[config.mk]
export PLATFORM = sky130hd
export DESIGN_NAME = tac_alarm_cmds
export DESIGN_NICKNAME = d
export VERILOG_FILES = /design/src/pkg/tac_pkg.sv /design/src/pkg/tac_tx_if.sv /design/src/core/tac_alarm_cmds.sv /design/src/core/tac_reply_gen.sv
export SDC_FILE = /design/constraint.sdc
export NUM_CORES = 1
export LEC_CHECK = 0
export BUFFER_PORTS_ARGS = -buffer_cell sky130_fd_sc_hd__buf_2
export CAP_MARGIN = 30
export CORE_MARGIN = 2
export CORE_UTILIZATION = 52
export DETAILED_ROUTE_END_ITERATION = 6
export GPL_ROUTABILITY_DRIVEN = 1
export HOLD_SLACK_MARGIN = 0.12
export PLACE_DENSITY = 0.84
export SETUP_SLACK_MARGIN = 0.15
export SLEW_MARGIN = 0
export SYNTH_ARGS = -nofsm -noshare
export SYNTH_HDL_FRONTEND = slang
export SYNTH_SLANG_ARGS = --single-unit
export TNS_END_PERCENT = 10
[constraint.sdc]
create_clock -name sys_clk -period 2.4 [get_ports sys_clk]
set_input_delay 0 -clock sys_clk [delete_from_list [all_inputs] [get_ports sys_clk]]
set_output_delay 0 -clock sys_clk [all_outputs]
set_load 0.05 [all_outputs]
[src/pkg/tac_pkg.sv]
// constants, types and crc step shared by the alarm command block
package tac_pkg;
    localparam logic [15:0] TAC_UPD_CODE    = 16'hE003;
    localparam logic [15:0] TAC_QRY_CODE    = 16'hE004;
    localparam logic [5:0]  TAC_UPD_BITS    = 6'h31;
    localparam logic [5:0]  TAC_QRY_BITS    = 6'h34;
    localparam logic [15:0] TAC_CRC16_INIT  = 16'hFFFF;
    localparam logic [15:0] TAC_CRC16_RES   = 16'h1D0F;
    localparam logic [15:0] TAC_CRC16_POLY  = 16'h1021;
    localparam logic [4:0]  TAC_CRC5_PRESET = 5'h09;
    localparam logic [6:0]  TAC_ALM_LEN     = 7'h41;
    localparam logic [6:0]  TAC_UPD_LEN     = 7'h21;
    localparam logic [3:0]  TAC_CTRL_IDX    = 4'h0;
    localparam logic [3:0]  TAC_STAT_IDX    = 4'h1;
    localparam logic [3:0]  TAC_ALMCNT_IDX  = 4'h2;
    localparam logic [3:0]  TAC_UPDCNT_IDX  = 4'h3;
    localparam int          TAC_CTRL_FLAG   = 0;
    localparam logic        TAC_FLAG_RST    = 1'b0;
    localparam logic [63:0] TAC_ALARM_CODE  = 64'h0123_4567_89AB_CDEF;

    typedef enum logic [2:0] {
        TAC_ST_READY = 3'b000,
        TAC_ST_ARB   = 3'b001,
        TAC_ST_REPLY = 3'b010,
        TAC_ST_ACK   = 3'b011,
        TAC_ST_OPEN  = 3'b100,
        TAC_ST_SEC   = 3'b101,
        TAC_ST_KILL  = 3'b110
    } tac_tag_st_t;

    typedef enum logic [1:0] {
        TAC_MS_IDLE  = 2'b00,
        TAC_MS_ARM   = 2'b01,
        TAC_MS_REPLY = 2'b10
    } tac_ms_t;

    function automatic logic [15:0] tac_crc16_step(input logic [15:0] c, input logic b);
        tac_crc16_step = {c[14:0], 1'b0} ^ ((c[15] ^ b) ? TAC_CRC16_POLY : 16'h0000);
    endfunction
endpackage

[src/pkg/tac_tx_if.sv]
// reply request carrier between command decoder and reply serialiser
`timescale 1ns/100ps
interface tac_tx_if;
    logic        start;
    logic        kind_alarm;
    logic [15:0] handle;
    logic        dr;
    logic [1:0]  m;
    logic        pilot;
    logic        busy;
    modport dec (output start, kind_alarm, handle, dr, m, pilot, input busy);
    modport gen (input start, kind_alarm, handle, dr, m, pilot, output busy);
endinterface

[src/core/tac_alarm_cmds.sv]
// theft alarm command decoder with flag, state moves and register port
// What this block does
// - update command: code, one value bit, handle, crc; value sets or clears flag
// - update acts only when secured with valid handle; else silent, arbitrate-type with good crc go arbitrate
// - flag set and query arrives with full preamble: send alarm code at once, no round needed
// - flag also set by writing its configuration bit directly
// - query answered only in ready; tag stays in ready
// - flag clear means no reply to query
// - query: code, inverted code, DR, M, TRext, crc
// - DR zero picks divide 8, one picks 64/3
// - M picks 1, 2, 4 or 8 cycles per symbol
// - TRext one prepends a pilot tone to reply preamble
// - query loads crc-5 register with 01001 before code goes out
// - alarm reply is a zero header then fixed 64-bit code
// - update reply is zero header, handle, crc-16 over both
// - update ignored on zero password, bad crc or bad handle; state kept except in arbitrate-type states with good crc
// - update reply always uses extended preamble
//
// Decided for this implementation: the strobed register port and the register addresses.
`timescale 1ns/100ps
module tac_alarm_cmds #(
    parameter logic [63:0] ALARM_CODE = tac_pkg::TAC_ALARM_CODE
) (
    input  wire logic        sys_clk,
    input  wire logic        rst,
    input  wire logic        rx_sof,
    input  wire logic        rx_full_pre,
    input  wire logic        rx_valid,
    input  wire logic        rx_bit,
    input  wire logic        rx_eof,
    input  wire logic [2:0]  tag_state,
    input  wire logic [15:0] cur_handle,
    input  wire logic        apwd_zero,
    input  wire logic        round_dr,
    input  wire logic [1:0]  round_m,
    input  wire logic        nv_flag,
    input  wire logic [3:0]  reg_addr,
    input  wire logic [31:0] reg_wdata,
    input  wire logic        reg_wr,
    input  wire logic        reg_rd,
    output logic [31:0]      reg_rdata_q,
    output logic             theft_alarm_flag_q,
    output logic             nv_wr_q,
    output logic [2:0]       st_next_q,
    output logic             st_load_q,
    output logic [4:0]       crc5_q,
    output logic             crc5_load_q,
    output logic             tx_valid_q,
    output logic             tx_bit_q,
    output logic             tx_last_q,
    output logic             tx_pilot_q,
    output logic             tx_dr_q,
    output logic [1:0]       tx_m_q
);
    tac_tx_if txi ();

    tac_pkg::tac_ms_t ms_q;
    logic [55:0]      sr_q;
    logic [5:0]       cnt_q;
    logic [15:0]      rcrc_q;
    logic             pre_q;
    logic             init_q;
    logic             start_q;
    logic             kind_q;
    logic [15:0]      handle_q;
    logic             dr_q;
    logic [1:0]       m_q;
    logic             pilot_q;
    logic [15:0]      almcnt_q;
    logic [15:0]      updcnt_q;
    logic             last_ok_q;

    logic             crc_ok;
    logic             is_upd;
    logic             is_qry;
    logic             upd_val;
    logic [15:0]      upd_handle;
    logic             arb_type;
    logic             upd_go;
    logic             qry_go;
    logic             to_arb;
    logic             decide;
    tac_pkg::tac_tag_st_t st;

    function automatic logic [15:0] tac_cnt_inc(input logic [15:0] c);
        tac_cnt_inc = (c == 16'hFFFF) ? c : c + 16'h0001;
    endfunction

    assign st         = tac_pkg::tac_tag_st_t'(tag_state);
    assign decide     = rx_eof && (ms_q == tac_pkg::TAC_MS_IDLE);
    assign crc_ok     = (rcrc_q == tac_pkg::TAC_CRC16_RES);
    assign is_upd     = (cnt_q == tac_pkg::TAC_UPD_BITS)
                        && (sr_q[48:33] == tac_pkg::TAC_UPD_CODE);
    assign upd_val    = sr_q[32];
    assign upd_handle = sr_q[31:16];
    assign is_qry     = (cnt_q == tac_pkg::TAC_QRY_BITS)
                        && (sr_q[51:36] == tac_pkg::TAC_QRY_CODE)
                        && (sr_q[35:20] == ~tac_pkg::TAC_QRY_CODE);
    assign arb_type   = (st == tac_pkg::TAC_ST_ARB) || (st == tac_pkg::TAC_ST_REPLY)
                        || (st == tac_pkg::TAC_ST_ACK);
    // zero password or bad crc ignored
    assign upd_go     = decide && is_upd && crc_ok && !apwd_zero
                        && (st == tac_pkg::TAC_ST_SEC) && (upd_handle == cur_handle);
    assign qry_go     = decide && is_qry && crc_ok && pre_q
                        && (st == tac_pkg::TAC_ST_READY) && theft_alarm_flag_q;
    assign to_arb     = decide && crc_ok && arb_type
                        && (is_upd || (is_qry && pre_q));

    // frame receive shift and crc
    always_ff @(posedge sys_clk) begin
        if (rst) begin
            sr_q   <= 56'h0;
            cnt_q  <= 6'h00;
            rcrc_q <= tac_pkg::TAC_CRC16_INIT;
            pre_q  <= 1'b0;
        end else if (rx_sof) begin
            sr_q   <= 56'h0;
            cnt_q  <= 6'h00;
            rcrc_q <= tac_pkg::TAC_CRC16_INIT;
            pre_q  <= rx_full_pre;
        end else if (rx_valid) begin
            sr_q   <= {sr_q[54:0], rx_bit};
            cnt_q  <= (cnt_q == 6'h3F) ? cnt_q : cnt_q + 6'h01;
            rcrc_q <= tac_pkg::tac_crc16_step(rcrc_q, rx_bit);
        end
    end

    // sequencing of reply requests
    always_ff @(posedge sys_clk) begin
        if (rst) begin
            ms_q     <= tac_pkg::TAC_MS_IDLE;
            start_q  <= 1'b0;
            kind_q   <= 1'b0;
            handle_q <= 16'h0000;
            dr_q     <= 1'b0;
            m_q      <= 2'h0;
            pilot_q  <= 1'b0;
        end else begin
            unique case (ms_q)
                tac_pkg::TAC_MS_IDLE: begin
                    if (upd_go) begin
                        start_q  <= 1'b1;
                        kind_q   <= 1'b0;
                        handle_q <= upd_handle;
                        dr_q     <= round_dr;
                        m_q      <= round_m;
                        pilot_q  <= 1'b1;
                        ms_q     <= tac_pkg::TAC_MS_ARM;
                    end else if (qry_go) begin
                        start_q  <= 1'b1;
                        kind_q   <= 1'b1;
                        dr_q     <= sr_q[19];
                        m_q      <= sr_q[18:17];
                        pilot_q  <= sr_q[16];
                        ms_q     <= tac_pkg::TAC_MS_ARM;
                    end
                end
                tac_pkg::TAC_MS_ARM: begin
                    start_q <= 1'b0;
                    ms_q    <= tac_pkg::TAC_MS_REPLY;
                end
                tac_pkg::TAC_MS_REPLY: begin
                    if (!txi.busy) begin
                        ms_q <= tac_pkg::TAC_MS_IDLE;
                    end
                end
                default: begin
                    start_q <= 1'b0;
                    ms_q    <= tac_pkg::TAC_MS_IDLE;
                end
            endcase
        end
    end

    assign txi.start      = start_q;
    assign txi.kind_alarm = kind_q;
    assign txi.handle     = handle_q;
    assign txi.dr         = dr_q;
    assign txi.m          = m_q;
    assign txi.pilot      = pilot_q;

    // tag state move requests
    always_ff @(posedge sys_clk) begin
        if (rst) begin
            st_next_q <= tac_pkg::TAC_ST_READY;
            st_load_q <= 1'b0;
        end else begin
            st_load_q <= to_arb;
            if (to_arb) begin
                st_next_q <= tac_pkg::TAC_ST_ARB;
            end
        end
    end

    // crc-5 preload for alarm reply
    always_ff @(posedge sys_clk) begin
        if (rst) begin
            crc5_q      <= 5'h00;
            crc5_load_q <= 1'b0;
        end else begin
            crc5_load_q <= qry_go;
            if (qry_go) begin
                crc5_q <= tac_pkg::TAC_CRC5_PRESET;
            end
        end
    end

    // theft alarm flag and its nonvolatile copy
    always_ff @(posedge sys_clk) begin
        if (rst) begin
            theft_alarm_flag_q <= tac_pkg::TAC_FLAG_RST;
            init_q             <= 1'b0;
            nv_wr_q            <= 1'b0;
        end else if (!init_q) begin
            theft_alarm_flag_q <= nv_flag;
            init_q             <= 1'b1;
            nv_wr_q            <= 1'b0;
        end else if (upd_go) begin
            // update wins over same-cycle register write
            // value bit sets or clears
            theft_alarm_flag_q <= upd_val;
            nv_wr_q            <= 1'b1;
        end else if (reg_wr && reg_addr == tac_pkg::TAC_CTRL_IDX) begin
            theft_alarm_flag_q <= reg_wdata[tac_pkg::TAC_CTRL_FLAG];
            nv_wr_q            <= 1'b1;
        end else begin
            nv_wr_q <= 1'b0;
        end
    end

    // reply counters and last result
    always_ff @(posedge sys_clk) begin
        if (rst) begin
            almcnt_q  <= 16'h0000;
            updcnt_q  <= 16'h0000;
            last_ok_q <= 1'b0;
        end else begin
            if (qry_go) begin
                almcnt_q <= tac_cnt_inc(almcnt_q);
            end
            if (upd_go) begin
                updcnt_q <= tac_cnt_inc(updcnt_q);
            end
            if (decide && (is_upd || is_qry)) begin
                last_ok_q <= upd_go || qry_go;
            end
        end
    end

    // register read port
    always_ff @(posedge sys_clk) begin
        if (rst) begin
            reg_rdata_q <= 32'h0000_0000;
        end else if (reg_rd) begin
            unique case (reg_addr)
                tac_pkg::TAC_CTRL_IDX:   reg_rdata_q <= {31'h0, theft_alarm_flag_q};
                tac_pkg::TAC_STAT_IDX:   reg_rdata_q <= {26'h0, last_ok_q, txi.busy,
                                                         ms_q, 1'b0,
                                                         theft_alarm_flag_q};
                tac_pkg::TAC_ALMCNT_IDX: reg_rdata_q <= {16'h0, almcnt_q};
                tac_pkg::TAC_UPDCNT_IDX: reg_rdata_q <= {16'h0, updcnt_q};
                default:                 reg_rdata_q <= 32'h0000_0000;
            endcase
        end else begin
            reg_rdata_q <= 32'h0000_0000;
        end
    end

    tac_reply_gen #(
        .ALARM_CODE (ALARM_CODE)
    ) u_gen (
        .sys_clk    (sys_clk),
        .rst        (rst),
        .tx         (txi.gen),
        .tx_valid_q (tx_valid_q),
        .tx_bit_q   (tx_bit_q),
        .tx_last_q  (tx_last_q),
        .tx_pilot_q (tx_pilot_q),
        .tx_dr_q    (tx_dr_q),
        .tx_m_q     (tx_m_q)
    );
endmodule // tac_alarm_cmds

[src/core/tac_reply_gen.sv]
// reply serialiser: header bit, alarm code or handle plus crc-16
`timescale 1ns/100ps
module tac_reply_gen #(
    parameter logic [63:0] ALARM_CODE = tac_pkg::TAC_ALARM_CODE
) (
    input  wire logic   sys_clk,
    input  wire logic   rst,
    tac_tx_if.gen       tx,
    output logic        tx_valid_q,
    output logic        tx_bit_q,
    output logic        tx_last_q,
    output logic        tx_pilot_q,
    output logic        tx_dr_q,
    output logic [1:0]  tx_m_q
);
    logic [64:0] sr_q;
    logic [6:0]  left_q;
    logic        busy_q;
    logic [15:0] crc_c;
    logic [16:0] hdr_c;

    // crc over zero header and handle, sent inverted
    always_comb begin
        hdr_c = {1'b0, tx.handle};
        crc_c = tac_pkg::TAC_CRC16_INIT;
        for (int i = 16; i >= 0; i--) begin
            crc_c = tac_pkg::tac_crc16_step(crc_c, hdr_c[i]);
        end
    end

    assign tx.busy = busy_q;

    always_ff @(posedge sys_clk) begin
        if (rst) begin
            sr_q       <= 65'h0;
            left_q     <= 7'h00;
            busy_q     <= 1'b0;
            tx_valid_q <= 1'b0;
            tx_bit_q   <= 1'b0;
            tx_last_q  <= 1'b0;
            tx_pilot_q <= 1'b0;
            tx_dr_q    <= 1'b0;
            tx_m_q     <= 2'h0;
        end else if (tx.start && !busy_q) begin
            busy_q     <= 1'b1;
            tx_valid_q <= 1'b0;
            tx_last_q  <= 1'b0;
            tx_pilot_q <= tx.pilot;
            tx_dr_q    <= tx.dr;
            tx_m_q     <= tx.m;
            if (tx.kind_alarm) begin
                sr_q   <= {1'b0, ALARM_CODE};
                left_q <= tac_pkg::TAC_ALM_LEN;
            end else begin
                sr_q   <= {1'b0, tx.handle, ~crc_c, 32'h0000_0000};
                left_q <= tac_pkg::TAC_UPD_LEN;
            end
        end else if (busy_q) begin
            if (left_q == 7'h00) begin
                busy_q     <= 1'b0;
                tx_valid_q <= 1'b0;
                tx_last_q  <= 1'b0;
            end else begin
                tx_valid_q <= 1'b1;
                tx_bit_q   <= sr_q[64];
                tx_last_q  <= (left_q == 7'h01);
                sr_q       <= {sr_q[63:0], 1'b0};
                left_q     <= left_q - 7'h01;
            end
        end else begin
            tx_valid_q <= 1'b0;
            tx_last_q  <= 1'b0;
        end
    end
endmodule // tac_reply_gen

==> After elaboration in Yosys (flattened, before gate mapping) <==
Index checks and enable logic that the tools add are counted.
Widths: inputs -> output; s select.
{ "op_classes": {"add_sub_neg": 4, "bitwise": 43, "eq_ne": 24, "reduce_logical": 48, "muxes": 49} }
{ "op_table": {"columns": ["cell", "n"], "rows": [
  ["$xor 16x16->16", 15],
  ["$mux 13", 17],
  ["$mux 65", 3],
  ["$eq 16x16->1 const B", 4],
  ["$mux 64", 1],
  ["$pmux 16 s4", 1],
  ["$add 16x1->16 const B", 2],
  ["$eq 16x13->1 const B", 2],
  ["$mux 7", 4],
  ["$logic_and 1x1->1", 21],
  ["$eq 6x6->1 const B", 3],
  ["$eq 16x16->1", 1],
  ["$mux 1", 16],
  ["$not 16->16", 1],
  ["$reduce_and 2->1", 8],
  ["$xor 1x1->1", 16],
  ["$xor 16x13->16", 1],
  ["$not 13->13", 1],
  ["$mux 2", 5],
  ["$not 1->1", 9],
  ["$eq 4x2->1 const B", 2],
  ["$reduce_or 2->1", 4],
  ["$eq 7x1->1 const B", 1],
  ["$logic_not 7->1", 1],
  ["22 further kinds", 29]
]} }
{ "totals": {"output_inout_bits": 51, "inputBits": 69, "register_bits": 251} }

==> Depth between registers and ports, before layout <==
{ "depth": {"depth_word": 50, "ltp_mapped": 10, "depth_no_buf": 8} }

==> Modules after synthesis <==
Synthesis repeated with hierarchy kept, for this count alone.
{ "hier_totals": {"hier_cells": 1157, "hier_area_um2": 10465.0} }
{ "modules_own_cells": {"columns": ["module", "n_inst", "seq_area_each_um2", "cells_each", "area_per_inst_um2"], "rows": [
  ["tac_alarm_cmds", 1, 3103.0, 750, 6844.1],
  ["tac_reply_gen", 1, 1601.5, 407, 3621.0]
]} }

==> Worst setup path before layout <==
Ideal clock, no wire load.
{ "synth_timing": {"path_type": "flip-flop to flip-flop", "from": "reg cnt_q[0]", "to": "reg theft_alarm_flag_q", "t_arrival_ns": 2.475, "setup_slack_ns": -0.212, "setup_time_ns": 0.137, "stages_incl_launch_ff": 10, "synth_period_minus_slack_ns": 2.612, "cell_sequence": "dfxtp_1 > ha_1 > nand4b_1 > or4b_4 > or4b_1 > or3_1 > buf_2 > buf_6 > nand4_2 > o311ai_2"} }
{ "synth_between": {"elab_chain_cells": 9, "elab_cells_between_ends": 10, "classes_between": "eq/ne (2); mux (2); reduce/logical (6)"} }
{ "synth_rtl": {"columns": ["item", "line_no", "source"], "rows": [
  ["start, declared", "tac_alarm_cmds.sv:59", "logic [5:0] cnt_q;"],
  ["start signal, assigned", "tac_alarm_cmds.sv:123", "cnt_q <= (cnt_q == 6'h3F) ? cnt_q : cnt_q + 6'h01;"],
  ["$eq 6x6->1 *", "tac_alarm_cmds.sv:92", "assign is_upd = (cnt_q == tac_pkg::TAC_UPD_BITS)"],
  ["$logic_and 1x1->1 *", "tac_alarm_cmds.sv:93", "&& (sr_q[48:33] == tac_pkg::TAC_UPD_CODE);"],
  ["$logic_and 1x1->1 * (3 in series)", "tac_alarm_cmds.sv:102", "assign upd_go = decide && is_upd && crc_ok && !apwd_zero"],
  ["$logic_and 1x1->1 * (2 in series)", "tac_alarm_cmds.sv:103", "&& (st == tac_pkg::TAC_ST_SEC) && (upd_handle == cur_handle);"],
  ["$mux 1", "tac_alarm_cmds.sv:218", "end else if (upd_go) begin"],
  ["$mux 1", "tac_alarm_cmds.sv:214", "end else if (!init_q) begin"],
  ["end signal, assigned", "tac_alarm_cmds.sv:215", "theft_alarm_flag_q <= nv_flag;"],
  ["end signal, assigned", "tac_alarm_cmds.sv:221", "theft_alarm_flag_q <= upd_val;"],
  ["end signal, assigned", "tac_alarm_cmds.sv:224", "theft_alarm_flag_q <= reg_wdata[tac_pkg::TAC_CTRL_FLAG];"],
  ["end, declared", "tac_alarm_cmds.sv:42", "output logic theft_alarm_flag_q,"]
]} }
Mark *: on every way between the ends. The rest lies on a longest branch, timed or not.
A chain may end at the register's enable or synchronous reset.

==> Worst setup path in the final report <==
{ "layout_timing": {"from": "reg cnt_q[1]", "to": "reg updcnt_q[12]"} }
{ "layout_between": {"elab_chain_cells": 8} }
{ "layout_rtl": {"columns": ["item", "line_no", "source"], "rows": [
  ["$eq 6x6->1", "tac_alarm_cmds.sv:92", null],
  ["$logic_and 1x1->1", "tac_alarm_cmds.sv:93", null],
  ["$logic_and 1x1->1 (3 in series)", "tac_alarm_cmds.sv:102", null],
  ["$logic_and 1x1->1 (2 in series)", "tac_alarm_cmds.sv:103", null],
  ["$reduce_and 2->1 (no line)", null, null],
  ["end signal, assigned", "tac_alarm_cmds.sv:242", "updcnt_q <= tac_cnt_inc(updcnt_q);"],
  ["end, declared", "tac_alarm_cmds.sv:70", "logic [15:0] updcnt_q;"]
]} }
Every way passes these cells.

==> impl.org <==
** Synth
- Among all flip-flop cells after synthesis, the most frequent one is sky130_fd_sc_hd__dfxtp_1.
- Yosys printed 0 warnings.
- The synthesized netlist devotes 0.869% of its cell area to adder and majority cells.
- The synthesized netlist devotes 21.6% of its cell area to simple gates.
- The share of synthesized area in the top cell type comes to 46.7%.
- Synth Instances :: 1132
- After synthesis, the share of flip-flops with an asynchronous set or reset is 0%.
- Post-synthesis area per instance :: 8.90 um2
- After synthesis, the largest family of logic cells by area is simple AND/OR/NAND/NOR gates.
- Synth unique cells :: 62
- Yosys attributes the largest share of cell area to sky130_fd_sc_hd__dfxtp_1 47%, sky130_fd_sc_hd__mux2i_1 7.5%, sky130_fd_sc_hd__nor2_1 5.9%, sky130_fd_sc_hd__nand2_1 4.3%, sky130_fd_sc_hd__xnor2_1 3.6%.
- Cell area after synthesis :: 10100 um2
- The synthesized netlist devotes 5.39% of its cell area to XOR and XNOR gates.
- After synthesis, the share of cell area in mux cells is 8.89%.
- The synthesized netlist devotes 11.6% of its cell area to compound gates.
- Yosys mapped a number of flops with a built-in enable equal to 0.
- Sequential-to-total area share from yosys stat :: 46.7%
- Flip-flop and latch count after synthesis :: 235
- Of all cell types, the one taking the most synthesized area is sky130_fd_sc_hd__dfxtp_1.

** Setup path
- The worst setup path is launched from a register.
- At the worst endpoint, the required time is 2.80 ns.
- The worst setup path is captured at a register.
- Across all register-to-register paths, the minimum setup slack is -0.12 ns.
- Crit Path Category :: register to register
- Delay contributed by the slowest stage of the critical path :: 0.53 ns
- CP max FO :: 4
- Slowest cell on the critical path :: sky130_fd_sc_hd__or4b_4
- The worst register-to-register path begins at cnt_q[1].
- Walking the worst path, the cells encountered are inv_2 -> ha_4 -> nand4b_1 -> or4b_4 -> or4b_4 -> buf_6 -> nor3_4 -> buf_6 -> and4b_1 -> nor3_1.
- The cell family contributing the most delay on the critical path is simple AND/OR/NAND/NOR gates.
- Buf/Inv on CP :: 3
- For the worst setup path, the data arrival time is 2.91 ns.
- In this run the critical register-to-register path is captured at updcnt_q[12].
- Measured in cells, the most critical reg-to-reg path has a length of 10.

** Routing
- After detailed routing, the average wire length per cell comes to 16.8 um.
- DR pass1 iterations :: 5
- First-iteration detailed-routing DRC count :: 719
- In the routed layout, each cell is associated on average with a via count of 5.70.
- Wires add up to 25800 um.
- The detailed router placed 8742 vias in this run.
- Antenna Violating Nets Remaining :: 0
- For this run, design rule violations remaining after detail routing come to 0.

** Power and ir drop
- Worst IR Drop VDD :: 0.000531 V
- Switching Fraction :: 22.6%
- The internal power of the cells totals 6.07 mW.
- Proportion of power drawn by flip-flops and latches :: 50.0%
- In this run the power spent charging and discharging nets is 1.77 mW.
- In this run, the combinational gates consume 4.5% of the power.
- For this design the ratio of total power to cell area is 641 nW/um2.
- Clock share of power :: 45.5%
- PnR Total Power :: 7.83 mW
- The analysis attributes to cell leakage a power of 4.84 nW.

** Placement
- Input and output buffers added on the ports amount to 67.
- Routability-driven placement finished with a final weighted congestion of 0.885.
- The wire-length estimate of the detail-placed layout is 16800 um.

** Global route
- Met1 Use GR :: 32.7%
- In the global route stage, met2 resource usage came out at 40.8%.
- The first global-routing pass estimated 41400 um of wire.
- Via count of the first global-routing pass :: 8376
- Overflow left after global routing :: 0
- Maximum number of pins on one net before global-route repair :: 59
- After global routing, the most crowded layer is met2.
- For met3 alone, demand over resource in global routing was 4.80%.
- The initial antenna violation count came to 0.
- Across every metal layer, demand over resource in global routing totals 24.6%.

** Finish
- Cells with a size suffix above 1 make up 18.6% of the layout.
- The final layout contains 1335 nets.
- Relative to the synthesized area, the layout overhead comes to 21.2%.
- The number of antenna diodes in the final layout is 0.

** Timing
- Number of hold-slack violations in the final timing report :: 0
- The tightest hold path in the finished design has a slack of 0.158 ns.
- Worst slew pin tran :: 1.04 ns
- The worst pin sits at a relative slew slack of 30.6%.
- Crit path time final :: 2.52 ns
- Fraction of the cycle the final worst path needs :: 105%
- Max-slew violation count :: 0
- Setup repair after global routing missed its margin :: yes
- Setup violations remaining at the end of the flow were counted as 34.
- In the post-route analysis, the smallest setup slack over all paths is -0.119 ns.
- Fmax :: 397 MHz
- For the final database, setup skew stands at 0.0169 ns.

** Floorplanning
- Die boundary height :: 143 um
- In this run the core area contains 50 standard-cell rows.
- The die is 143 um wide.
- The core region is 18800 um2.
- Top Ports :: 120
- The die covers 20500 um2.
- For this configuration, the core starts out at a cell density of 53.5%.

** Clocking
- Max Root-Sink Buffers :: 3
- CTS built an H-tree with a depth of 1.
- Number of clock sinks :: 235
- Clk Tree Root Cell :: sky130_fd_sc_hd__clkbuf_16
- After clock tree synthesis, the clock-pin slew on the worst setup and hold paths is 0.06 ns.
- Clock buffer count from CTS :: 25
- Clock tree from TritonCTS :: built
- Clock insertion delay at the later pin of the skew report :: 0.52 ns

** Hold path
- The worst hold path terminates at m_q[0].
- Worst hold-check path type :: primary input to register
- Start point of the worst hold path :: cur_handle[5]
- Along the worst hold path, the cell count comes to 6.

** Job
- Max-cap violations in this run came to 0.

** Status
- Run status :: complete, but fails checks
- The final reports fail on negative setup slack.
## metrics by stage
step	cells	util, %	cell area, um2	setup slack, ns	setup TNS (ns)
after floorplan	1152	-	10200	-0.0328	-0.525
final	1535	64.9	12200	-0.119	-2.19
after global routing	1535	64.9	12200	-0.208	-5.83
after detailed placement	1462	58.3	11000	-0.177	-3.13
after global placement	1462	58.3	11000	-0.122	-1.22
after CTS	1532	64.2	12100	-0.114	-1.90
## area by class of cell
cell class | count | area (um2)
Clock buffer | 40 | 722
Multi-Input combinational cell | 813 | 5150
Tap cell | 260 | 325
Clock inverter | 3 | 17.5
Timing Repair Buffer | 171 | 1250
Fill cell | 1426 | 6610
Sequential cell | 235 | 4710
Inverter | 13 | 48.8
## placed cells by master (no fill, tap or decap), types with 5 or more instances in the layout
cell and count:
sky130_fd_sc_hd__and4b_1 5, sky130_fd_sc_hd__mux2i_1 76, sky130_fd_sc_hd__clkbuf_1 11, sky130_fd_sc_hd__or4_1 7, sky130_fd_sc_hd__o22ai_1 7, sky130_fd_sc_hd__buf_4 69, sky130_fd_sc_hd__inv_1 12, sky130_fd_sc_hd__clkbuf_16 25
sky130_fd_sc_hd__a21oi_1 48, sky130_fd_sc_hd__buf_2 65, sky130_fd_sc_hd__nand4_1 16, sky130_fd_sc_hd__a22oi_1 16, sky130_fd_sc_hd__xnor2_1 41, sky130_fd_sc_hd__and4_1 5, sky130_fd_sc_hd__dlygate4sd3_1 24, sky130_fd_sc_hd__dfxtp_1 233
sky130_fd_sc_hd__xor2_1 21, sky130_fd_sc_hd__a211oi_1 17, sky130_fd_sc_hd__nor2b_1 10, sky130_fd_sc_hd__or3_1 10, sky130_fd_sc_hd__a22o_1 13, sky130_fd_sc_hd__and3_1 20, sky130_fd_sc_hd__nand2_2 6, sky130_fd_sc_hd__conb_1 21
sky130_fd_sc_hd__o21ai_0 37, sky130_fd_sc_hd__o31ai_1 5, sky130_fd_sc_hd__nor2_1 156, sky130_fd_sc_hd__ha_1 6, sky130_fd_sc_hd__nand2_1 109, sky130_fd_sc_hd__mux2_2 10, sky130_fd_sc_hd__nor4_1 5, sky130_fd_sc_hd__nor3_1 35
sky130_fd_sc_hd__nor4bb_1 6, sky130_fd_sc_hd__buf_6 11, sky130_fd_sc_hd__nand3_1 27, sky130_fd_sc_hd__a21oi_2 9
## cell families after synthesis
logic type      Yosys count
compound gates          182
xor+xnor                 62
fa+ha+maj                 7
buf+inv                 104
flops                   235
mux                      88
other cells               1
simple gates            453
## repair_timing
action / in CTS / in global routing
gates resized for setup: 21 / 31
setup endpoints to repair: 55 / 66
hold buffers: 24 / 0
pin swaps: 26 / 13
gates cloned: 1 / 1
hold endpoints to repair: 71 / 0
setup buffers: 2 / 2
## flip-flops by register name (all words and copies together) (netlist names), 2 cells and up
name / count
u_gen.sr_q: 65
updcnt_q: 16
ms_q: 2
cnt_q: 6
u_gen.left_q: 7
sr_q: 52
reg_rdata_q: 16
rcrc_q: 16
u_gen.tx_m_q: 2
m_q: 2
almcnt_q: 16
handle_q: 16
## cells in the mapped netlist, types with 21 or more instances
library cell,n
sky130_fd_sc_hd__dfxtp_1,235
sky130_fd_sc_hd__nand2_1,115
sky130_fd_sc_hd__nor2_1,159
sky130_fd_sc_hd__clkbuf_1,60
sky130_fd_sc_hd__nor3_1,37
sky130_fd_sc_hd__o21ai_0,37
sky130_fd_sc_hd__xor2_1,21
sky130_fd_sc_hd__mux2i_1,76
sky130_fd_sc_hd__nand3_1,27
sky130_fd_sc_hd__buf_4,22
sky130_fd_sc_hd__a21oi_1,56
sky130_fd_sc_hd__xnor2_1,41
## worst register-to-register path, delay by kind of cell (launching register included)
kind          cells  cell delay [ns]
fa+ha+maj         1             0.12
buf+inv           3             0.37
flops             1             0.32
simple gates      6             1.59
## power by group through the flow
stage,clock [mW],combinational [mW],sequential (mW)
global placement,0,0.314,4.00
global route,3.75,0.377,3.91
floorplan,0,0.254,4.00
detailed placement,0,0.317,4.00
CTS,3.59,0.346,3.92
finish,3.56,0.355,3.92
## layer usage
| layer | vias up | wire (um) |
|---|---|---|
| li1 | 4189 | - |
| met1 | 4157 | 11000 |
| met2 | 332 | 12300 |
| met3 | 64 | 1870 |
| met4 | 0 | 686 |
| met5 | - | 0 |
## worst max-delay path by stage
stage | endpoint | from | depth (start not counted)
final | updcnt_q[12] | cnt_q[1] | 10
after detailed placement | updcnt_q[3] | cnt_q[1] | 10
after floorplan | theft_alarm_flag_q | cnt_q[1] | 10
after global placement | updcnt_q[3] | cnt_q[1] | 10
after CTS | m_q[1] | cnt_q[1] | 9
after global routing | updcnt_q[12] | cnt_q[1] | 10
No activity file was read; power rests on OpenSTA's default activity.
